`src/verilog/gpd_pkg.sv`:
```
// Shared constants, bus codes and carrier types for the instrument bus port
package gpd_pkg;
    // Bus geometry
    localparam int DATA_W = 8;
    localparam int FIFO_DEPTH = 16;
    // Address groups, seven command bits, bit 8 of the byte ignored
    localparam logic [6:0] LISTEN_BASE = 7'h20;
    localparam logic [6:0] TALK_BASE = 7'h40;
    localparam logic [6:0] UNLISTEN_CODE = 7'h3f;
    localparam logic [1:0] TALK_GROUP = 2'h2;
    localparam logic [1:0] SECONDARY_GROUP = 2'h3;
    // Data settle time before the valid strobe
    localparam int CLK_PERIOD_NS = 50;
    localparam int T_SETTLE_NS = 100;
    localparam int SETTLE_CYC = (T_SETTLE_NS + CLK_PERIOD_NS - 1) / CLK_PERIOD_NS;
    localparam logic [1:0] SETTLE_CNT = 2'(SETTLE_CYC);
    // One byte with its end marker
    typedef struct packed {
        logic eoi;
        logic [7:0] data;
    } gpd_byte_type;
    // Bus inputs in true-high form after inversion
    typedef struct packed {
        logic [7:0] dio;
        logic atn;
        logic ifc;
        logic ren;
        logic eoi;
        logic dav;
        logic nrfd;
        logic ndac;
    } gpd_pins_type;
    localparam gpd_pins_type PINS_RESET = '0;
    localparam logic [1:0] RST_SYNC_RESET = 2'h0;
    // Acceptor states
    typedef enum logic [1:0] {
        ACC_IDLE = 2'b00,
        ACC_NOT_READY = 2'b01,
        ACC_READY = 2'b10,
        ACC_ACCEPT = 2'b11
    } gpd_acc_type;
    // Source states
    typedef enum logic [2:0] {
        SRC_IDLE = 3'b000,
        SRC_SETTLE = 3'b001,
        SRC_WAIT = 3'b010,
        SRC_VALID = 3'b011,
        SRC_RELEASE = 3'b100
    } gpd_src_type;
endpackage

```
`src/verilog/gpd_fifo.sv`:
```
// Synchronous FIFO with valid/ready on both sides
module gpd_fifo
    import gpd_pkg::*;
#(
    parameter int WIDTH = 9,
    parameter int DEPTH = 16
) (
    input wire logic clk_sys,
    input wire logic rst_n,
    input wire logic in_valid,
    output logic in_ready,
    input wire logic [WIDTH-1:0] in_data,
    output logic out_valid,
    input wire logic out_ready,
    output logic [WIDTH-1:0] out_data
);
    localparam int AW = $clog2(DEPTH);
    // Storage
    logic [WIDTH-1:0] mem [DEPTH];
    // Pointers carry one extra wrap bit so full and empty differ
    logic [AW:0] wr_reg, wr_next, rd_reg, rd_next;
    logic push, pop;

    // Full when pointers differ only in the wrap bit
    always_comb begin
        in_ready = !((wr_reg[AW] != rd_reg[AW]) && (wr_reg[AW-1:0] == rd_reg[AW-1:0]));
        out_valid = (wr_reg != rd_reg);
        push = in_valid && in_ready;
        pop = out_valid && out_ready;
        wr_next = push ? wr_reg + 1'b1 : wr_reg;
        rd_next = pop ? rd_reg + 1'b1 : rd_reg;
        out_data = mem[rd_reg[AW-1:0]];
    end

    // Pointer registers
    always_ff @(posedge clk_sys or negedge rst_n) begin
        if (!rst_n) begin
            wr_reg <= '0;
            rd_reg <= '0;
        end else begin
            wr_reg <= wr_next;
            rd_reg <= rd_next;
        end
    end

    // Memory write, no reset needed on storage
    always_ff @(posedge clk_sys) begin
        if (push) begin
            mem[wr_reg[AW-1:0]] <= in_data;
        end
    end
endmodule // gpd_fifo

```
`src/verilog/gpd_port.sv`:
```
// Instrument bus port: addressing, acceptor and source handshakes
module gpd_port
    import gpd_pkg::*;
(
    input wire logic clk_sys,
    input wire logic nrst,
    input wire logic [4:0] prim_addr,
    input wire logic tx_valid,
    output logic tx_ready,
    input wire gpd_byte_type tx_byte,
    output logic rx_valid,
    input wire logic rx_ready,
    output gpd_byte_type rx_byte,
    output logic listen_active,
    output logic talk_active,
    output logic remote,
    input wire logic srq_req,
    input wire logic [7:0] dio_n_in,
    output logic [7:0] dio_n_out,
    output logic [7:0] dio_n_oe,
    input wire logic atn_n_in,
    input wire logic ifc_n_in,
    input wire logic ren_n_in,
    input wire logic eoi_n_in,
    output logic eoi_n_out,
    output logic eoi_n_oe,
    output logic srq_n_out,
    output logic srq_n_oe,
    input wire logic dav_n_in,
    output logic dav_n_out,
    output logic dav_n_oe,
    input wire logic nrfd_n_in,
    output logic nrfd_n_out,
    output logic nrfd_n_oe,
    input wire logic ndac_n_in,
    output logic ndac_n_out,
    output logic ndac_n_oe
);
    // Reset release synchroniser
    logic [1:0] rst_sync_reg;
    logic rst_n;
    // Pin synchroniser stages, true-high
    gpd_pins_type pin_meta_reg, sy;
    gpd_pins_type pin_raw;
    // Acceptor group
    gpd_acc_type acc_reg, acc_next;
    gpd_byte_type rx_reg, rx_next;
    logic rx_valid_reg, rx_valid_next;
    logic acc_en, capture, cap_cmd;
    logic [6:0] cmd;
    // Address group
    logic listen_reg, listen_next, talk_reg, talk_next;
    // Source group
    gpd_src_type src_reg, src_next;
    gpd_byte_type out_reg, out_next;
    logic [1:0] cnt_reg, cnt_next;
    logic [7:0] dio_oe_reg, dio_oe_next;
    logic src_en;
    // FIFO drain side
    logic fifo_valid, fifo_pop;
    gpd_byte_type fifo_byte;

    // Reset is asserted at once and released after two clean edges
    always_ff @(posedge clk_sys or negedge nrst) begin
        if (!nrst) begin
            rst_sync_reg <= RST_SYNC_RESET;
        end else begin
            rst_sync_reg <= {rst_sync_reg[0], 1'b1};
        end
    end
    assign rst_n = rst_sync_reg[1];

    // Low on the wire means true, so every input is inverted once here
    assign pin_raw = {~dio_n_in, ~atn_n_in, ~ifc_n_in, ~ren_n_in,
                      ~eoi_n_in, ~dav_n_in, ~nrfd_n_in, ~ndac_n_in};

    // Two-stage synchroniser; only the second stage is read
    always_ff @(posedge clk_sys or negedge rst_n) begin
        if (!rst_n) begin
            pin_meta_reg <= PINS_RESET;
            sy <= PINS_RESET;
        end else begin
            pin_meta_reg <= pin_raw;
            sy <= pin_meta_reg;
        end
    end

    // Acceptor takes part during attention or while addressed to listen
    assign acc_en = sy.atn || listen_reg;
    assign capture = (acc_reg == ACC_READY) && sy.dav;
    assign cap_cmd = capture && sy.atn;
    assign cmd = sy.dio[6:0];

    // Acceptor next state and received byte
    always_comb begin
        acc_next = acc_reg;
        rx_next = rx_reg;
        rx_valid_next = rx_valid_reg && !rx_ready;
        case (acc_reg)
            ACC_IDLE: begin
                // Hold both lines as soon as we join in
                if (acc_en) begin
                    acc_next = ACC_NOT_READY;
                end
            end
            ACC_NOT_READY: begin
                // Ready once valid is gone and, outside attention, the last byte is handed on
                if (!acc_en) begin
                    acc_next = ACC_IDLE;
                end else if (!sy.dav && (sy.atn || !rx_valid_reg)) begin
                    acc_next = ACC_READY;
                end
            end
            ACC_READY: begin
                if (capture) begin
                    acc_next = ACC_ACCEPT;
                    if (!sy.atn && listen_reg) begin
                        // Data byte goes to the user side
                        rx_next = '{eoi: sy.eoi, data: sy.dio};
                        rx_valid_next = 1'b1;
                    end
                end else if (!acc_en) begin
                    acc_next = ACC_IDLE;
                end else if (!sy.atn && rx_valid_reg) begin
                    acc_next = ACC_NOT_READY;
                end
            end
            ACC_ACCEPT: begin
                // Stay accepted until the source drops valid
                if (!sy.dav) begin
                    acc_next = acc_en ? ACC_NOT_READY : ACC_IDLE;
                end
            end
            default: begin
                acc_next = ACC_IDLE;
            end
        endcase
    end

    // Acceptor registers
    always_ff @(posedge clk_sys or negedge rst_n) begin
        if (!rst_n) begin
            acc_reg <= ACC_IDLE;
            rx_reg <= '0;
            rx_valid_reg <= 1'b0;
        end else begin
            acc_reg <= acc_next;
            rx_reg <= rx_next;
            rx_valid_reg <= rx_valid_next;
        end
    end

    // Address decode on command bytes; bit 8 of the byte is ignored
    always_comb begin
        listen_next = listen_reg;
        talk_next = talk_reg;
        if (sy.ifc) begin
            listen_next = 1'b0;
            talk_next = 1'b0;
        end else if (cap_cmd) begin
            if (cmd == (LISTEN_BASE | {2'h0, prim_addr})) begin
                listen_next = 1'b1;
            end else if (cmd == UNLISTEN_CODE) begin
                listen_next = 1'b0;
            end
            // Another talk address or untalk removes us, ours selects us
            if (cmd == (TALK_BASE | {2'h0, prim_addr})) begin
                talk_next = 1'b1;
            end else if (cmd[6:5] == TALK_GROUP) begin
                talk_next = 1'b0;
            end
            // Secondary group falls through with no effect
        end
    end

    // Address registers
    always_ff @(posedge clk_sys or negedge rst_n) begin
        if (!rst_n) begin
            listen_reg <= 1'b0;
            talk_reg <= 1'b0;
        end else begin
            listen_reg <= listen_next;
            talk_reg <= talk_next;
        end
    end

    // Talk only while addressed and the controller is not in attention
    assign src_en = talk_reg && !sy.atn && !sy.ifc;
    assign fifo_pop = (src_reg == SRC_IDLE) && src_en && fifo_valid;

    // Source next state
    always_comb begin
        src_next = src_reg;
        out_next = out_reg;
        cnt_next = cnt_reg;
        case (src_reg)
            SRC_IDLE: begin
                if (fifo_pop) begin
                    out_next = fifo_byte;
                    cnt_next = SETTLE_CNT;
                    src_next = SRC_SETTLE;
                end
            end
            SRC_SETTLE: begin
                // Data on the lines for the settle time before the strobe
                if (!src_en) begin
                    src_next = SRC_IDLE;
                end else if (cnt_reg <= 2'h1) begin
                    src_next = SRC_WAIT;
                end else begin
                    cnt_next = cnt_reg - 2'h1;
                end
            end
            SRC_WAIT: begin
                if (!src_en) begin
                    src_next = SRC_IDLE;
                end else if (!sy.nrfd && sy.ndac) begin
                    src_next = SRC_VALID;
                end
            end
            SRC_VALID: begin
                // Wired line rises only when every acceptor is done
                if (!src_en) begin
                    src_next = SRC_IDLE;
                end else if (!sy.ndac) begin
                    src_next = SRC_RELEASE;
                end
            end
            SRC_RELEASE: begin
                src_next = SRC_IDLE;
            end
            default: begin
                src_next = SRC_IDLE;
            end
        endcase
        // Data pulls low only for true bits; held one cycle past the strobe
        case (src_next)
            SRC_SETTLE, SRC_WAIT, SRC_VALID, SRC_RELEASE: dio_oe_next = out_next.data;
            default: dio_oe_next = 8'h00;
        endcase
    end

    // Source registers
    always_ff @(posedge clk_sys or negedge rst_n) begin
        if (!rst_n) begin
            src_reg <= SRC_IDLE;
            out_reg <= '0;
            cnt_reg <= 2'h0;
            dio_oe_reg <= 8'h00;
        end else begin
            src_reg <= src_next;
            out_reg <= out_next;
            cnt_reg <= cnt_next;
            dio_oe_reg <= dio_oe_next;
        end
    end

    // Transmit buffer; the user side stalls when it is full
    gpd_fifo #(
        .WIDTH($bits(gpd_byte_type)),
        .DEPTH(FIFO_DEPTH)
    ) u_tx_fifo (
        .clk_sys(clk_sys),
        .rst_n(rst_n),
        .in_valid(tx_valid),
        .in_ready(tx_ready),
        .in_data(tx_byte),
        .out_valid(fifo_valid),
        .out_ready(fifo_pop),
        .out_data(fifo_byte)
    );

    // Open-drain pins: output level is always low, enables do the work
    assign dio_n_out = 8'h00;
    assign dio_n_oe = dio_oe_reg;
    assign dav_n_out = 1'b0;
    assign dav_n_oe = (src_reg == SRC_VALID);
    assign eoi_n_out = 1'b0;
    assign eoi_n_oe = (src_reg == SRC_VALID) && out_reg.eoi;
    // Not-ready held only in the not-ready and accept states
    assign nrfd_n_out = 1'b0;
    assign nrfd_n_oe = (acc_reg == ACC_NOT_READY) || (acc_reg == ACC_ACCEPT);
    // Not-accepted let go after capture and while idle; the wire ANDs all acceptors
    assign ndac_n_out = 1'b0;
    assign ndac_n_oe = (acc_reg == ACC_NOT_READY) || (acc_reg == ACC_READY);
    assign srq_n_out = 1'b0;
    assign srq_n_oe = srq_req;
    // User-side status
    assign rx_valid = rx_valid_reg;
    assign rx_byte = rx_reg;
    assign listen_active = listen_reg;
    assign talk_active = talk_reg;
    assign remote = sy.ren;
endmodule // gpd_port
```
`config.mk`:
```
export PLATFORM = sky130hd
export DESIGN_NAME = gpd_port
export DESIGN_NICKNAME = d
export VERILOG_FILES = /design/src/verilog/gpd_pkg.sv /design/src/verilog/gpd_fifo.sv /design/src/verilog/gpd_port.sv
export SDC_FILE = /design/constraint.sdc
export NUM_CORES = 1
export LEC_CHECK = 0
export ABC_AREA = 0
export BUFFER_PORTS_ARGS = -buffer_cell sky130_fd_sc_hd__buf_2
export CORE_MARGIN = 4
export CORE_UTILIZATION = 55
export DETAILED_ROUTE_END_ITERATION = 8
export PLACE_DENSITY = 0.71
export SLEW_MARGIN = 20
export SYNTH_ARGS = -nofsm -noshare
export SYNTH_HDL_FRONTEND = slang
export SYNTH_SLANG_ARGS = --single-unit
```
`constraint.sdc`:
```
create_clock -name clk_sys -period 6.85 [get_ports clk_sys]
set_input_delay 1.0275 -clock clk_sys [delete_from_list [all_inputs] [get_ports clk_sys]]
set_output_delay 1.0275 -clock clk_sys [all_outputs]
set_load 0.01 [all_outputs]
```
-- Word-level counts from Yosys, hierarchy flattened
Memories as Yosys holds them, arrays and structs flattened.
Cells that the tools add are included.
- muxes and demuxes: 37
- magnitude comparators: 1
- equal/unequal tests: 24
- bitwise gates (word level): 8
- reduce and logical (&&, ||, !) cells: 39
- $add $sub $neg: 3
- operator list (kind ; number):
    $mux 8 ; 3
    $mux 3 ; 7
    $mux 2 ; 10
    $logic_and 1x1->1 ; 15
    $mux 1 ; 14
    $eq 3x2->1 const B ; 4
    $pmux 3 s4 ; 1
    $add 5x1->5 const B ; 2
    $ne 2x2->1 const B ; 4
    $not 8->8 ; 1
    $pmux 2 s4 ; 1
    $reduce_and 4->1 ; 2
    $eq 7x6->1 ; 1
    $eq 7x6->1 const B ; 1
    $eq 7x7->1 ; 1
    $logic_not 1->1 ; 7
    $not 1->1 ; 7
    $eq 2x2->1 const B ; 3
    $eq 3x1->1 const B ; 2
    $reduce_and 2->1 ; 3
    $reduce_bool 3->1 ; 2
    $ne 5x5->1 ; 1
    $eq 4x4->1 ; 1
    $logic_or 1x1->1 ; 4
    other kinds (14) ; 15
- output and inout port bits: 40
- memories: 1
- input port bits: 34
- bits in registers: 78
- logic and storage cells: 143
- memory bits (writable): 144
- memory list (name ; words ; bits a word ; rd ports ; clocked after memory_dff ; write ports ; RTL line ; source):
    u_tx_fifo.mem ; 16 ; 9 ; 1 ; 0 ; 1 ; gpd_fifo.sv:19 ; logic [WIDTH-1:0] mem [DEPTH];

-- Logic depth before layout (Yosys ltp)
Gate-level depths: netlist (run 1).
- depth in word-level cells: 10
- depth in mapped cells: 8
- depth with buffers taken out: 7

-- Hierarchy
A second synthesis (run 1) with hierarchy kept.
- cells, all modules: 523
- area total of the unflattened synthesis: 8913.5 sq um
- by module, submodules not included (module ; cells each ; area each (sq um) ; times used ; sequential area each (sq um)):
    gpd_fifo ; 303 ; 6147.1 ; 1 ; 4574.4
    gpd_port ; 220 ; 2766.4 ; 1 ; 1701.6

-- Worst setup path after synthesis (run 1)
Ideal clock, no wire load.
- path kind: input port to flip-flop
- from: input tx_valid
- to: memory u_tx_fifo.mem[3][0] (enable)
- arrival time: 2.338 ns
- path slack: 4.125 ns
- cell stages on the path: 3
- library setup time: 0.387 ns
- buffers on the path: 0
- data required time: 6.463 ns
- cell sequence: a21boi_1 -> nand2_1 -> nor3_1
- cells in the longest elaborated chain, start to end: 3
- ends and longest elaborated chain (item ; RTL line ; source):
    start: declaration ; gpd_port.sv:8 ; input wire logic tx_valid,
    $logic_and 1x1->1 ; gpd_fifo.sv:28 ; push = in_valid && in_ready;
    $mux 1 ; gpd_fifo.sv:48 ; if (push) begin
    $mux 1 (implied by the code) ; gpd_fifo.sv:49 ; mem[wr_reg[AW-1:0]] <= in_data;
    end: declaration ; gpd_fifo.sv:19 ;
No other way between the ends.

-- Worst setup path after layout (run 1)
- from: register u_tx_fifo.rd_reg[2]
- to: output tx_ready
- cells in the longest elaborated chain, start to end: 3
- ends and longest elaborated chain (item ; RTL line ; source):
    start: declaration ; gpd_fifo.sv:21 ; logic [AW:0] wr_reg, wr_next, rd_reg, rd_next;
    start signal: assignment ; gpd_fifo.sv:42 ; rd_reg <= rd_next;
    $eq 4x4->1 ; gpd_fifo.sv:26 ; in_ready = !((wr_reg[AW] != rd_reg[AW]) && (wr_reg[AW-1:0] == rd_reg[AW-1:0]));
    $logic_and 1x1->1 ; gpd_fifo.sv:26 ;
    $logic_not 1->1 ; gpd_fifo.sv:26 ;
    end: declaration ; gpd_port.sv:9 ; output logic tx_ready,
No other way between the ends.

==> run summary, run 1 <==
Outcome: finished, final reports clean
Top delay family on crit path: buffers and inverters
Vias: 4535
Clock sink count: 222
CTS max path bufs: 3
Post-CTS Hold Buffers: 0
Die area: 18100 sq um
TritonCTS clock tree: done
Clk_skew: 0.0161 ns
H-tree Lvls: 1
GRT Util Overall: 18.3%
First-pass GRT wire length: 25700 microns
Worst IR Drop VDD: 0.000255 V
Syn Inst Count: 539
Hold Vio Cnt, Final: 0
ANT nets after route: 0
CP arrival: 2.46 ns
IO Pins: 74
Most common cell after layout, fill and taps aside: edfxtp_1
Share of cells above drive strength 1: 22.9%
Leak: 4.27 nW
Area of the mapped netlist: 8800 sq um
WL/cell: 19.3 microns
TNS Setup: 0 ns
CP Cell Sequence: buf_4 -> xor2_1 -> nor4_1 -> nand2_1 -> buf_2
Slew Viols, Final: 0
Min Tclk post-route: 3.49 ns
Worst skew pair latency: 0.50 ns
Die width: 134 microns
Slew @ Worst Pin: 0.951 ns
Die Height: 134 microns
Clock buffer count from CTS: 23
Total gr overflow: 0
Clock Pin Slew Worst Setup and Hold Paths: 0.06 ns
Slew headroom: 36.6%
Seq cells post-synth: 222
DP Wirelength: 10400 microns
Worst path bufs/invs: 2
Row cnt: 45
Crit end category: primary output
Vias per cell: 5.48
DRC: 0
Fill cells: 1105
Synth cell types: 46
Fin nets: 645
Synth Warn #: 0
Slowest stage delay, CP: 0.65 ns
Post-CTS Setup Inserts: 0
Initial Util: 57.0%
Power, Total: 3.16 mW
PortBufs: 58
Min-delay worst type: input port to async pin
Synth Area per Inst: 16.3 sq um
Root buf cell: clkbuf_16
Max reg flops: 144
Endpoints failing setup: 0
Fmax: 0.287 GHz
GP Congestion: 0.806
Initial antenna violation count: 0
Cell accounting for the most synthesized area: edfxtp_1
Post-synth top area share: 49.1%
Post_cts resized: 0
FF-to-FF Start: u_tx_fifo.rd_reg[2]
Number of global-route vias before repair: 4689
Worst r2r dst: u_tx_fifo.mem[7][0]
DRT iter0 DRCs: 361
Final WL: 16000 microns
Core ar.: 15400 sq um
Post-synthesis sequential area ratio: 71.3%
# diodes: 0
MaxCap Viol Count: 0
Worst setup SP type: register
Crit share post-route: 50.9%
Max FO, Critical Path: 54
Reg2reg path depth: 6
Reg-to-reg slack, setup: 3.53 ns
TritonRoute pass-1 iters: 4
Leading post-synthesis cells by cell area: edfxtp_1 49%, dfrtp_1 22%, mux4_2 5.1%, mux2i_1 3.9%, ha_1 1.6%
WP data required: 5.82 ns
Slowest cell on crit path: buf_4
P&R area growth vs syn: 13.7%
RSZ-0062 raised after global routing: false
Pin count of the biggest net entering global routing: 77
Crit. path cell count: 5
Kind of critical path: register to primary output
Pwr per Cell Area: 316 nW/um^2
Commonest cells after routing, fill and taps aside: 144 x edfxtp_1, 76 x dfrtp_1, 58 x buf_2, 34 x mux2i_1, 26 x inv_1
-- stage by stage --
stage | instances | util [%] | area, sq um | setup slack (ns) | hold WS, ns
6_report | 827 | 64.9 | 10000 | 3.36 | 0.316
5_1_grt | 827 | 64.9 | 10000 | 3.21 | 0.303
4_1_cts | 827 | 64.8 | 10000 | 3.33 | 0.300
3_5_place_dp | 786 | 59.7 | 9220 | 3.30 | 0.336
3_3_place_gp | 786 | 59.7 | 9210 | 3.42 | 0.332
2_1_floorplan | 551 | - | 8840 | 4.12 | 0.331
-- power breakdown --
| part | switching (mW) | internal [mW] |
|---|---|---|
| Combinational | 0.161 | 0.0962 |
| Clock | 0.473 | 0.804 |
| Sequential | 0.0761 | 1.55 |
| Total | 0.710 | 2.45 |
-- how the worst max path moves through the flow --
| stage | slack (ns) | end | from |
|---|---|---|---|
| 6_report | 3.36 | tx_ready | u_tx_fifo.rd_reg[2] |
| 5_1_grt | 3.21 | tx_ready | u_tx_fifo.rd_reg[2] |
| 4_1_cts | 3.33 | u_tx_fifo.mem[3][3] | u_tx_fifo.rd_reg[2] |
| 3_5_place_dp | 3.30 | u_tx_fifo.mem[3][0] | u_tx_fifo.rd_reg[2] |
| 3_3_place_gp | 3.42 | u_tx_fifo.mem[1][1] | u_tx_fifo.rd_reg[2] |
| 2_1_floorplan | 4.12 | u_tx_fifo.mem[3][0] | tx_valid |
-- final cells by class --
class / instances / area [sq um] / share of cell area, %
clock buffers: 28 / 594 / 5.94
clock inverters: 13 / 189 / 1.89
inverters: 26 / 97.6 / 0.975
multi-input cells: 265 / 2260 / 22.6
flip-flops and latches: 222 / 6280 / 62.8
well taps: 211 / 264 / 2.64
repair buffers: 62 / 320 / 3.20
-- cell families (layout without fill, tap and decap cells) --
logic type      after synthesis  count (layout)  synth area share [%]
flops                       222             222                  71.3
simple gates                 85              85                  5.01
compound gates               70              70                  5.92
mux                          66              66                  10.5
buf+inv                      64             129                  3.70
xor+xnor                     19              19                  1.89
fa+ha+maj                    11              11                  1.56
other cells                   2              14                0.0853
-- synthesized netlist by cell type (all sizes together) --
cell type and n:
nand4 4, a22oi 18, a21o 16, dfrtp 78, mux4 20, clkbuf 8
a21boi 1, o21bai 1, nor4b 1, o21ai 9, nand2b 4, and2 2
conb 2, inv 26, and3 1, nor2 20, a21oi 4, edfxtp 144
nor3 6, a31oi 1, or2 2, a211oi 16, nor3b 5, nand2 22
a2111o 1, mux2i 34, buf 30, a311oi 1, o32a 1, nor2b 11
mux2 12, and3b 1, a211o 1, xor2 9, ha 11, nor4 1
nand3 4, xnor2 10, or3b 1
-- per-layer routing --
metal,track usage [%],routed length (microns),vias up
li1,-,-,2083
met1,26.3,6830,2279
met2,28.8,7570,144
met3,3.84,1220,29
met4,5.49,370,0
met5,0,0,-
(Power assumes the default switching activity.)
==> inputs of run 2 (changes only) <==
--- a/config.mk
+++ b/config.mk
@@ -5,12 +5,12 @@
 export SDC_FILE = /design/constraint.sdc
 export NUM_CORES = 1
 export LEC_CHECK = 0
-export ABC_AREA = 0
+export ABC_AREA = 1
 export BUFFER_PORTS_ARGS = -buffer_cell sky130_fd_sc_hd__buf_2
 export CORE_MARGIN = 4
-export CORE_UTILIZATION = 55
+export CORE_UTILIZATION = 54
 export DETAILED_ROUTE_END_ITERATION = 8
-export PLACE_DENSITY = 0.71
+export PLACE_DENSITY = 0.73
 export SLEW_MARGIN = 20
 export SYNTH_ARGS = -nofsm -noshare
 export SYNTH_HDL_FRONTEND = slang
==> constraint.sdc (replaced) <==
create_clock -name clk_sys -period 2.9 [get_ports clk_sys]
set_input_delay 0.435 -clock clk_sys [delete_from_list [all_inputs] [get_ports clk_sys]]
set_output_delay 0.435 -clock clk_sys [all_outputs]
set_load 0.01 [all_outputs]
==> run summary, run 2 <==
# diodes: 0 (unchanged)
Synth Area per Inst: 10.4 sq um (was 16.3 sq um)
Post-CTS Setup Inserts: 0 (unchanged)
CP Capture Point: u_tx_fifo.mem[0][4] (was tx_ready)
Initial antenna violation count: 0 (unchanged)
Min Tclk post-route: 2.58 ns
DP Wirelength: 12200 microns (was 10400 microns)
Seq cells post-synth: 222 (unchanged)
TNS Setup: 0 ns (unchanged)
CP arrival: 2.70 ns (was 2.46 ns)
Vias per cell: 5.04 (was 5.48)
Cell accounting for the most synthesized area: edfxtp_1 (unchanged)
Die width: 139 microns (was 134 microns)
Max FO, Critical Path: 11 (was 54)
Outcome: finished, final reports clean (unchanged)
Total gr overflow: 0 (unchanged)
Post-synthesis sequential area ratio: 67.3% (was 71.3%)
MaxCap Viol Count: 0 (unchanged)
Syn Inst Count: 901 (was 539)
Worst setup SP type: register (unchanged)
Hold Vio Cnt, Final: 0 (unchanged)
Fin nets: 1010 (was 645)
Area of the mapped netlist: 9330 sq um (was 8800 sq um)
Fmax: 0.387 GHz
Synth cell types: 34 (was 46)
RSZ-0062 raised after global routing: false (unchanged)
TritonRoute pass-1 iters: 5 (was 4)
FF-to-FF Start: u_tx_fifo.rd_reg[3] (was u_tx_fifo.rd_reg[2])
Die Height: 139 microns (was 134 microns)
Slew headroom: 36.6% (about the same)
Vias: 6058 (was 4535)
WP data required: 3.02 ns (was 5.82 ns)
Clock sink count: 222 (unchanged)
Post_cts resized: 0 (unchanged)
H-tree Lvls: 1 (unchanged)
Power, Total: 7.80 mW (was 3.16 mW)
Post-synth top area share: 46.4% (was 49.1%)
Share of cells above drive strength 1: 12.4% (was 22.9%)
GP Congestion: 0.858 (was 0.806)
DRT iter0 DRCs: 416 (was 361)
TritonCTS clock tree: done (unchanged)
Reg-to-reg slack, setup: 0.32 ns (was 3.53 ns)
CTS max path bufs: 3 (unchanged)
Clock Pin Slew Worst Setup and Hold Paths: 0.06 ns (about the same)
GRT Util Overall: 19.9% (was 18.3%)
Worst r2r dst: u_tx_fifo.mem[0][4] (was u_tx_fifo.mem[7][0])
Core ar.: 16800 sq um (was 15400 sq um)
Ys async rst share: 35.1% (unchanged)
Critical path startpoint: u_tx_fifo.rd_reg[3] (was u_tx_fifo.rd_reg[2])
Most common cell after layout, fill and taps aside: nand2_1 (was edfxtp_1)
Pwr per Cell Area: 746 nW/um^2 (was 316 nW/um^2)
Die area: 19400 sq um (was 18100 sq um)
Placed Instances: 1159 (was 786)
Crit share post-route: 89.1%
Leak: 4.81 nW (was 4.27 nW)
Reg2reg path depth: 9 (was 6)
Final WL: 19100 microns (was 16000 microns)
Row cnt: 47 (was 45)
Max reg flops: 144 (unchanged)
Clock buffer count from CTS: 23 (unchanged)
Worst IR Drop VDD: 0.000730 V (was 0.000255 V)
Slew Viols, Final: 0 (unchanged)
First-pass GRT wire length: 30800 microns (was 25700 microns)
Commonest cells after routing, fill and taps aside: 190 x nand2_1, 144 x edfxtp_1, 129 x inv_1, 128 x nor2_1, 76 x dfrtp_1 (was 144 x edfxtp_1, 76 x dfrtp_1, 58 x buf_2, 34 x mux2i_1, 26 x inv_1)
P&R area growth vs syn: 12.2% (was 13.7%)
Top_reg_cell synth: edfxtp_1 (unchanged)
Register area: 6280 sq um (unchanged)
Fill cells: 1335 (was 1105)
Fin cells: 1201 (was 827)
WL/cell: 15.9 microns (was 19.3 microns)
Root buf cell: clkbuf_16 (unchanged)
Worst hold slack: 0.0737 ns (was 0.316 ns)
Min-delay worst type: input port to register (was input port to async pin)
Synth Warn #: 0 (unchanged)
Kind of critical path: register to register (was register to primary output)
Clk_skew: 0.00853 ns (was 0.0161 ns)
Count leader, synth: nand2_1 (was edfxtp_1)
IO Pins: 74 (unchanged)
Initial Util: 55.7% (was 57.0%)
Post-CTS Hold Buffers: 1 (was 0)
Pin count of the biggest net entering global routing: 77 (unchanged)
Slew @ Worst Pin: 0.947 ns (was 0.951 ns)
Leading post-synthesis cells by cell area: edfxtp_1 46%, dfrtp_1 21%, nand2_1 7.6%, inv_1 5.2%, nor2_1 5.2% (was edfxtp_1 49%, dfrtp_1 22%, mux4_2 5.1%, mux2i_1 3.9%, ha_1 1.6%)
PortBufs: 58 (unchanged)
Post-Route Utilization: 62.4% (was 64.9%)
ANT nets after route: 0 (unchanged)
Commonest cells in the netlist: 190 x nand2_1, 144 x edfxtp_1, 129 x inv_1 (was 144 x edfxtp_1, 78 x dfrtp_1, 34 x mux2i_1)
Number of global-route vias before repair: 5969 (was 4689)
DRC: 0 (unchanged)
Number of flops mapped to enable cells by yosys: 144 (unchanged)
Worst skew pair latency: 0.50 ns (about the same)
Endpoints failing setup: 0 (unchanged)
Crit end category: register (was primary output)
WHS Path Cells: 2
Area of the multi-input gates: 2320 sq um (was 2260 sq um)
run 2: changes by cell type after synthesis, sizes merged, moves of 8 or more:
cell and delta:
o21ai +49, a211oi -16, nand3 +67, mux4 -20, mux2 -9, inv +109, mux2i -34, nor2b -11
a21o -16, xnor2 -8, nor2 +113, nand2 +172, a22oi -16
run 2: cell families after synthesis:
logic type                 synth area share, %
and+or+nand+nor                           17.9
DFF                                       67.3
buffers and inverters                     8.29
AOI/OAI and AO/OA                         3.73
adders and majority gates                 1.48
xor gates and xnor gates                 0.845
muxes                                    0.362
other                                   0.0805
run 2: power breakdown:
part / internal [mW] / total (mW) / leakage (nW) / switching [mW]
Combinational: 0.401 / 1.31 / 2.23 / 0.907
Sequential: 3.69 / 3.84 / 2.24 / 0.146
Clock: 1.53 / 2.66 / 0.337 / 1.13
Total: 5.62 / 7.80 / 4.81 / 2.18
run 2: through the flow:
stage,setup slack [ns],instance area [sq um]
after global routing,0.137,10500
final,0.316,10500
after global placement,0.432,9770
after detailed placement,0.349,9770
after floorplan,0.567,9370
after CTS,0.326,10500
run 2: routing by layer:
layer / vias up / track usage [%] / routed length (microns)
met2: 185 / 32.7 / 9050
li1: 2975 / - / -
met3: 46 / 4.01 / 1280
met1: 2852 / 26.5 / 8130
met5: - / 0 / 0
met4: 0 / 6.90 / 626
run 2: cell type report:
| class | instances | area share (%) |
|---|---|---|
| flip-flops and latches | 222 | 60.0 |
| inverters | 136 | 4.88 |
| repair buffers | 71 | 3.73 |
| well taps | 220 | 2.63 |
| multi-input cells | 511 | 22.2 |
| clock inverters | 10 | 0.442 |
| clock buffers | 31 | 6.07 |
run 2: how the worst min path moves through the flow:
stage,start,slack (ns),endpoint
floorplan,nrst,0.14,rst_sync_reg[0]
finish,dio_n_in[1],0.07,pin_meta_reg[8]
CTS,dio_n_in[3],0.06,pin_meta_reg[10]
detailed placement,nrst,0.22,rst_sync_reg[1]
global placement,nrst,0.22,rst_sync_reg[0]
global route,dio_n_in[1],0.06,pin_meta_reg[8]
run 2: critical path, cell delays in order (launching register included):
cell      delay [ns]
dfrtp_1         0.41
inv_1           0.31
nand2_1         0.09
nand2_1         0.08
nor2_2          0.05
nand3b_1        0.11
nand2_2         0.11
inv_2           0.13
nand2_1         0.17
nor2_1          0.74
==> inputs of run 3 (changes only) <==
--- a/config.mk
+++ b/config.mk
@@ -14,4 +14,5 @@
 export SLEW_MARGIN = 20
 export SYNTH_ARGS = -nofsm -noshare
 export SYNTH_HDL_FRONTEND = slang
+export SYNTH_HIERARCHICAL = 1
 export SYNTH_SLANG_ARGS = --single-unit
==> run summary, run 3 <==
Slew @ Worst Pin: 0.889 ns (was 0.947 ns)
Outcome: finished, final reports clean (unchanged)
Post-CTS Setup Inserts: 0 (unchanged)
Fmax: 0.390 GHz (was 0.387 GHz)
Root buf cell: clkbuf_16 (unchanged)
Post-synth top area share: 46.2% (was 46.4%)
Commonest cells after routing, fill and taps aside: 219 x nand2_1, 144 x edfxtp_1, 131 x nor2_1, 76 x dfrtp_1, 72 x o21ai_0 (was 190 x nand2_1, 144 x edfxtp_1, 129 x inv_1, 128 x nor2_1, 76 x dfrtp_1)
Min-delay worst type: input port to register (unchanged)
CP Cell Sequence: inv_2 -> nand2_1 -> nand2_1 -> nor2_2 -> nand3_4 -> buf_2 (was inv_1 -> nand2_1 -> nand2_1 -> nor2_2 -> nand3b_1 -> nand2_2 -> inv_2 -> nand2_1 -> nor2_1)
GP Congestion: 0.844 (was 0.858)
Ys async rst share: 35.1% (unchanged)
Vias: 6156 (was 6058)
Top_reg_cell synth: edfxtp_1 (unchanged)
Die area: 19500 sq um (was 19400 sq um)
Kind of critical path: register to primary output (was register to register)
Crit share post-route: 88.5% (was 89.1%)
Die width: 140 microns (was 139 microns)
Leak: 4.68 nW (was 4.81 nW)
Synth Area per Inst: 10.6 sq um (was 10.4 sq um)
MaxCap Viol Count: 0 (unchanged)
CP arrival: 2.13 ns (was 2.70 ns)
P&R area growth vs syn: 13.4% (was 12.2%)
Placed Instances: 1136 (was 1159)
Hold Vio Cnt, Final: 0 (unchanged)
Pin count of the biggest net entering global routing: 77 (unchanged)
Initial antenna violation count: 0 (unchanged)
Placed inst area: 9740 sq um (was 9770 sq um)
Leading post-synthesis cells by cell area: edfxtp_1 46%, dfrtp_1 21%, nand2_1 8.8%, nor2_1 5.3%, o21ai_0 3.8% (was edfxtp_1 46%, dfrtp_1 21%, nand2_1 7.6%, inv_1 5.2%, nor2_1 5.2%)
Max reg flops: 144 (unchanged)
Power, Total: 8.27 mW (was 7.80 mW)
Slew Viols, Final: 0 (unchanged)
Fin nets: 989 (was 1010)
WL/cell: 16.8 microns (was 15.9 microns)
Fin cells: 1182 (was 1201)
Most Frequent Cell on Critical Path: nand2_1 (unchanged)
GRT Util Overall: 20.3% (was 19.9%)
Area of the mapped netlist: 9360 sq um (was 9330 sq um)
Clock buffer count from CTS: 24 (was 23)
Worst skew pair latency: 0.52 ns (was 0.50 ns)
Post_cts resized: 0 (unchanged)
H-tree Lvls: 1 (unchanged)
Post-synthesis sequential area ratio: 67.0% (was 67.3%)
Number of flops mapped to enable cells by yosys: 144 (unchanged)
Slowest cell on crit path: dfrtp_1 (was nor2_1)
Synth cell types: 37 (was 34)
Initial Util: 55.9% (was 55.7%)
Worst setup SP type: register (unchanged)
Post-CTS Hold Buffers: 1 (unchanged)
Commonest cells in the netlist: 219 x nand2_1, 144 x edfxtp_1, 131 x nor2_1 (was 190 x nand2_1, 144 x edfxtp_1, 129 x inv_1)
Vias per cell: 5.21 (was 5.04)
Final WL: 19800 microns (was 19100 microns)
First-pass GRT wire length: 31700 microns (was 30800 microns)
DRT iter0 DRCs: 573 (was 416)
ANT nets after route: 0 (unchanged)
Max FO, Critical Path: 16 (was 11)
DP Wirelength: 12500 microns (was 12200 microns)
Pwr per Cell Area: 778 nW/um^2 (was 746 nW/um^2)
Clk_skew: 0.0197 ns (was 0.00853 ns)
IO Pins: 74 (unchanged)
Crit end category: primary output (was register)
Count leader, synth: nand2_1 (unchanged)
Synth Warn #: 6 (was 0)
CTS max path bufs: 3 (unchanged)
TritonRoute pass-1 iters: 5 (unchanged)
TritonCTS clock tree: done (unchanged)
Row cnt: 47 (unchanged)
TNS Setup: 0 ns (unchanged)
Min Tclk post-route: 2.57 ns (was 2.58 ns)
Number of global-route vias before repair: 5830 (was 5969)
# diodes: 0 (unchanged)
Post-Route Utilization: 63.4% (was 62.4%)
WP data required: 2.47 ns (was 3.02 ns)
Slew headroom: 40.5% (was 36.6%)
Clock sink count: 222 (unchanged)
Slowest stage delay, CP: 0.70 ns (was 0.74 ns)
Syn Inst Count: 885 (was 901)
Seq cells post-synth: 222 (unchanged)
Total gr overflow: 0 (unchanged)
Core ar.: 16800 sq um (unchanged)
Die Height: 140 microns (was 139 microns)
Worst IR Drop VDD: 0.000540 V (was 0.000730 V)
Endpoints failing setup: 0 (unchanged)
RSZ-0062 raised after global routing: false (unchanged)
Final instance area: 10600 sq um (was 10500 sq um)
Most common cell after layout, fill and taps aside: nand2_1 (unchanged)
Share of cells above drive strength 1: 15.2% (was 12.4%)
Fill cells: 1307 (was 1335)
Clock Pin Slew Worst Setup and Hold Paths: 0.06 ns (about the same)
Cell accounting for the most synthesized area: edfxtp_1 (unchanged)
DRC: 0 (unchanged)
PortBufs: 58 (unchanged)
==> run 3: cell count changes in the layout (fill, tap and decap cells not counted), moves of 7 or more <==
cell / previous run / this run
buf_4: 12 / 5
inv_1: 129 / 70
nand2_1: 190 / 219
nand2_2: 3 / 18
nand3_1: 70 / 44
o21ai_0: 53 / 72
==> run 3: critical path, delay by kind of cell, from the launching register on <==
family	cells	cell delay, ns
buf+inv	2	0.40
flops	1	0.70
simple gates	4	0.53
==> run 3: routing by layer <==
metal  share of wire, %  wire length (microns)  vias to the layer above  global-route usage [%]
li1                   -                      -                     2975                       -
met1                 44                   8770                     2923                    30.5
met2                 45                   9020                      218                    30.7
met3                7.6                   1510                       40                    3.40
met4                2.7                    544                        0                    6.73
met5                  0                      0                        -                       0
==> run 3: path summary, 6_finish.rpt <==
check,start,to,slack [ns],cells past startpoint
max in group asynchronous,rst_sync_reg[1],dio_n_oe[2],2.11,1
min in group asynchronous,rst_sync_reg[1],sy[3],0.21,0
setup reg to reg,u_tx_fifo/rd_reg[2],u_tx_fifo/rd_reg[2],0.50,12
hold / removal,dio_n_in[7],pin_meta_reg[14],0.06,2
hold reg to reg,rst_sync_reg[1],sy[3],0.21,0
setup / recovery,u_tx_fifo/rd_reg[2],tx_ready,0.33,6
==> run 3: cell type report <==
class	count	area [sq um]	share of cell area (%)
Tap cell	220	275	2.59
Sequential cell	222	6280	59.1
Clock inverter	14	179	1.68
Multi-Input combinational cell	551	2560	24.1
Timing Repair Buffer	65	365	3.44
Clock buffer	30	663	6.24
Inverter	80	300	2.83
==> run 3: cell families after synthesis <==
group	count (synthesis)	synth area share [%]
DFF	222	67.0
xor gates and xnor gates	5	0.468
adders and majority gates	11	1.47
buffers and inverters	124	6.13
muxes	2	0.241
other	2	0.0802
AOI/OAI and AO/OA	84	4.61
and+or+nand+nor	435	20.0
==> run 3: power by group <==
part           leakage (nW)  internal [mW]  switching (mW)
registers              2.30           3.66           0.133
logic                  1.97          0.378           0.936
clock network         0.414           1.97            1.18
==> run 3: through the flow <==
step	worst slack, ns	hold WS [ns]
6_report	0.335	0.0617
4_1_cts	0.319	0.0373
2_1_floorplan	0.567	0.139
5_1_grt	0.167	0.0422
3_5_place_dp	0.511	0.224
3_3_place_gp	0.601	0.225
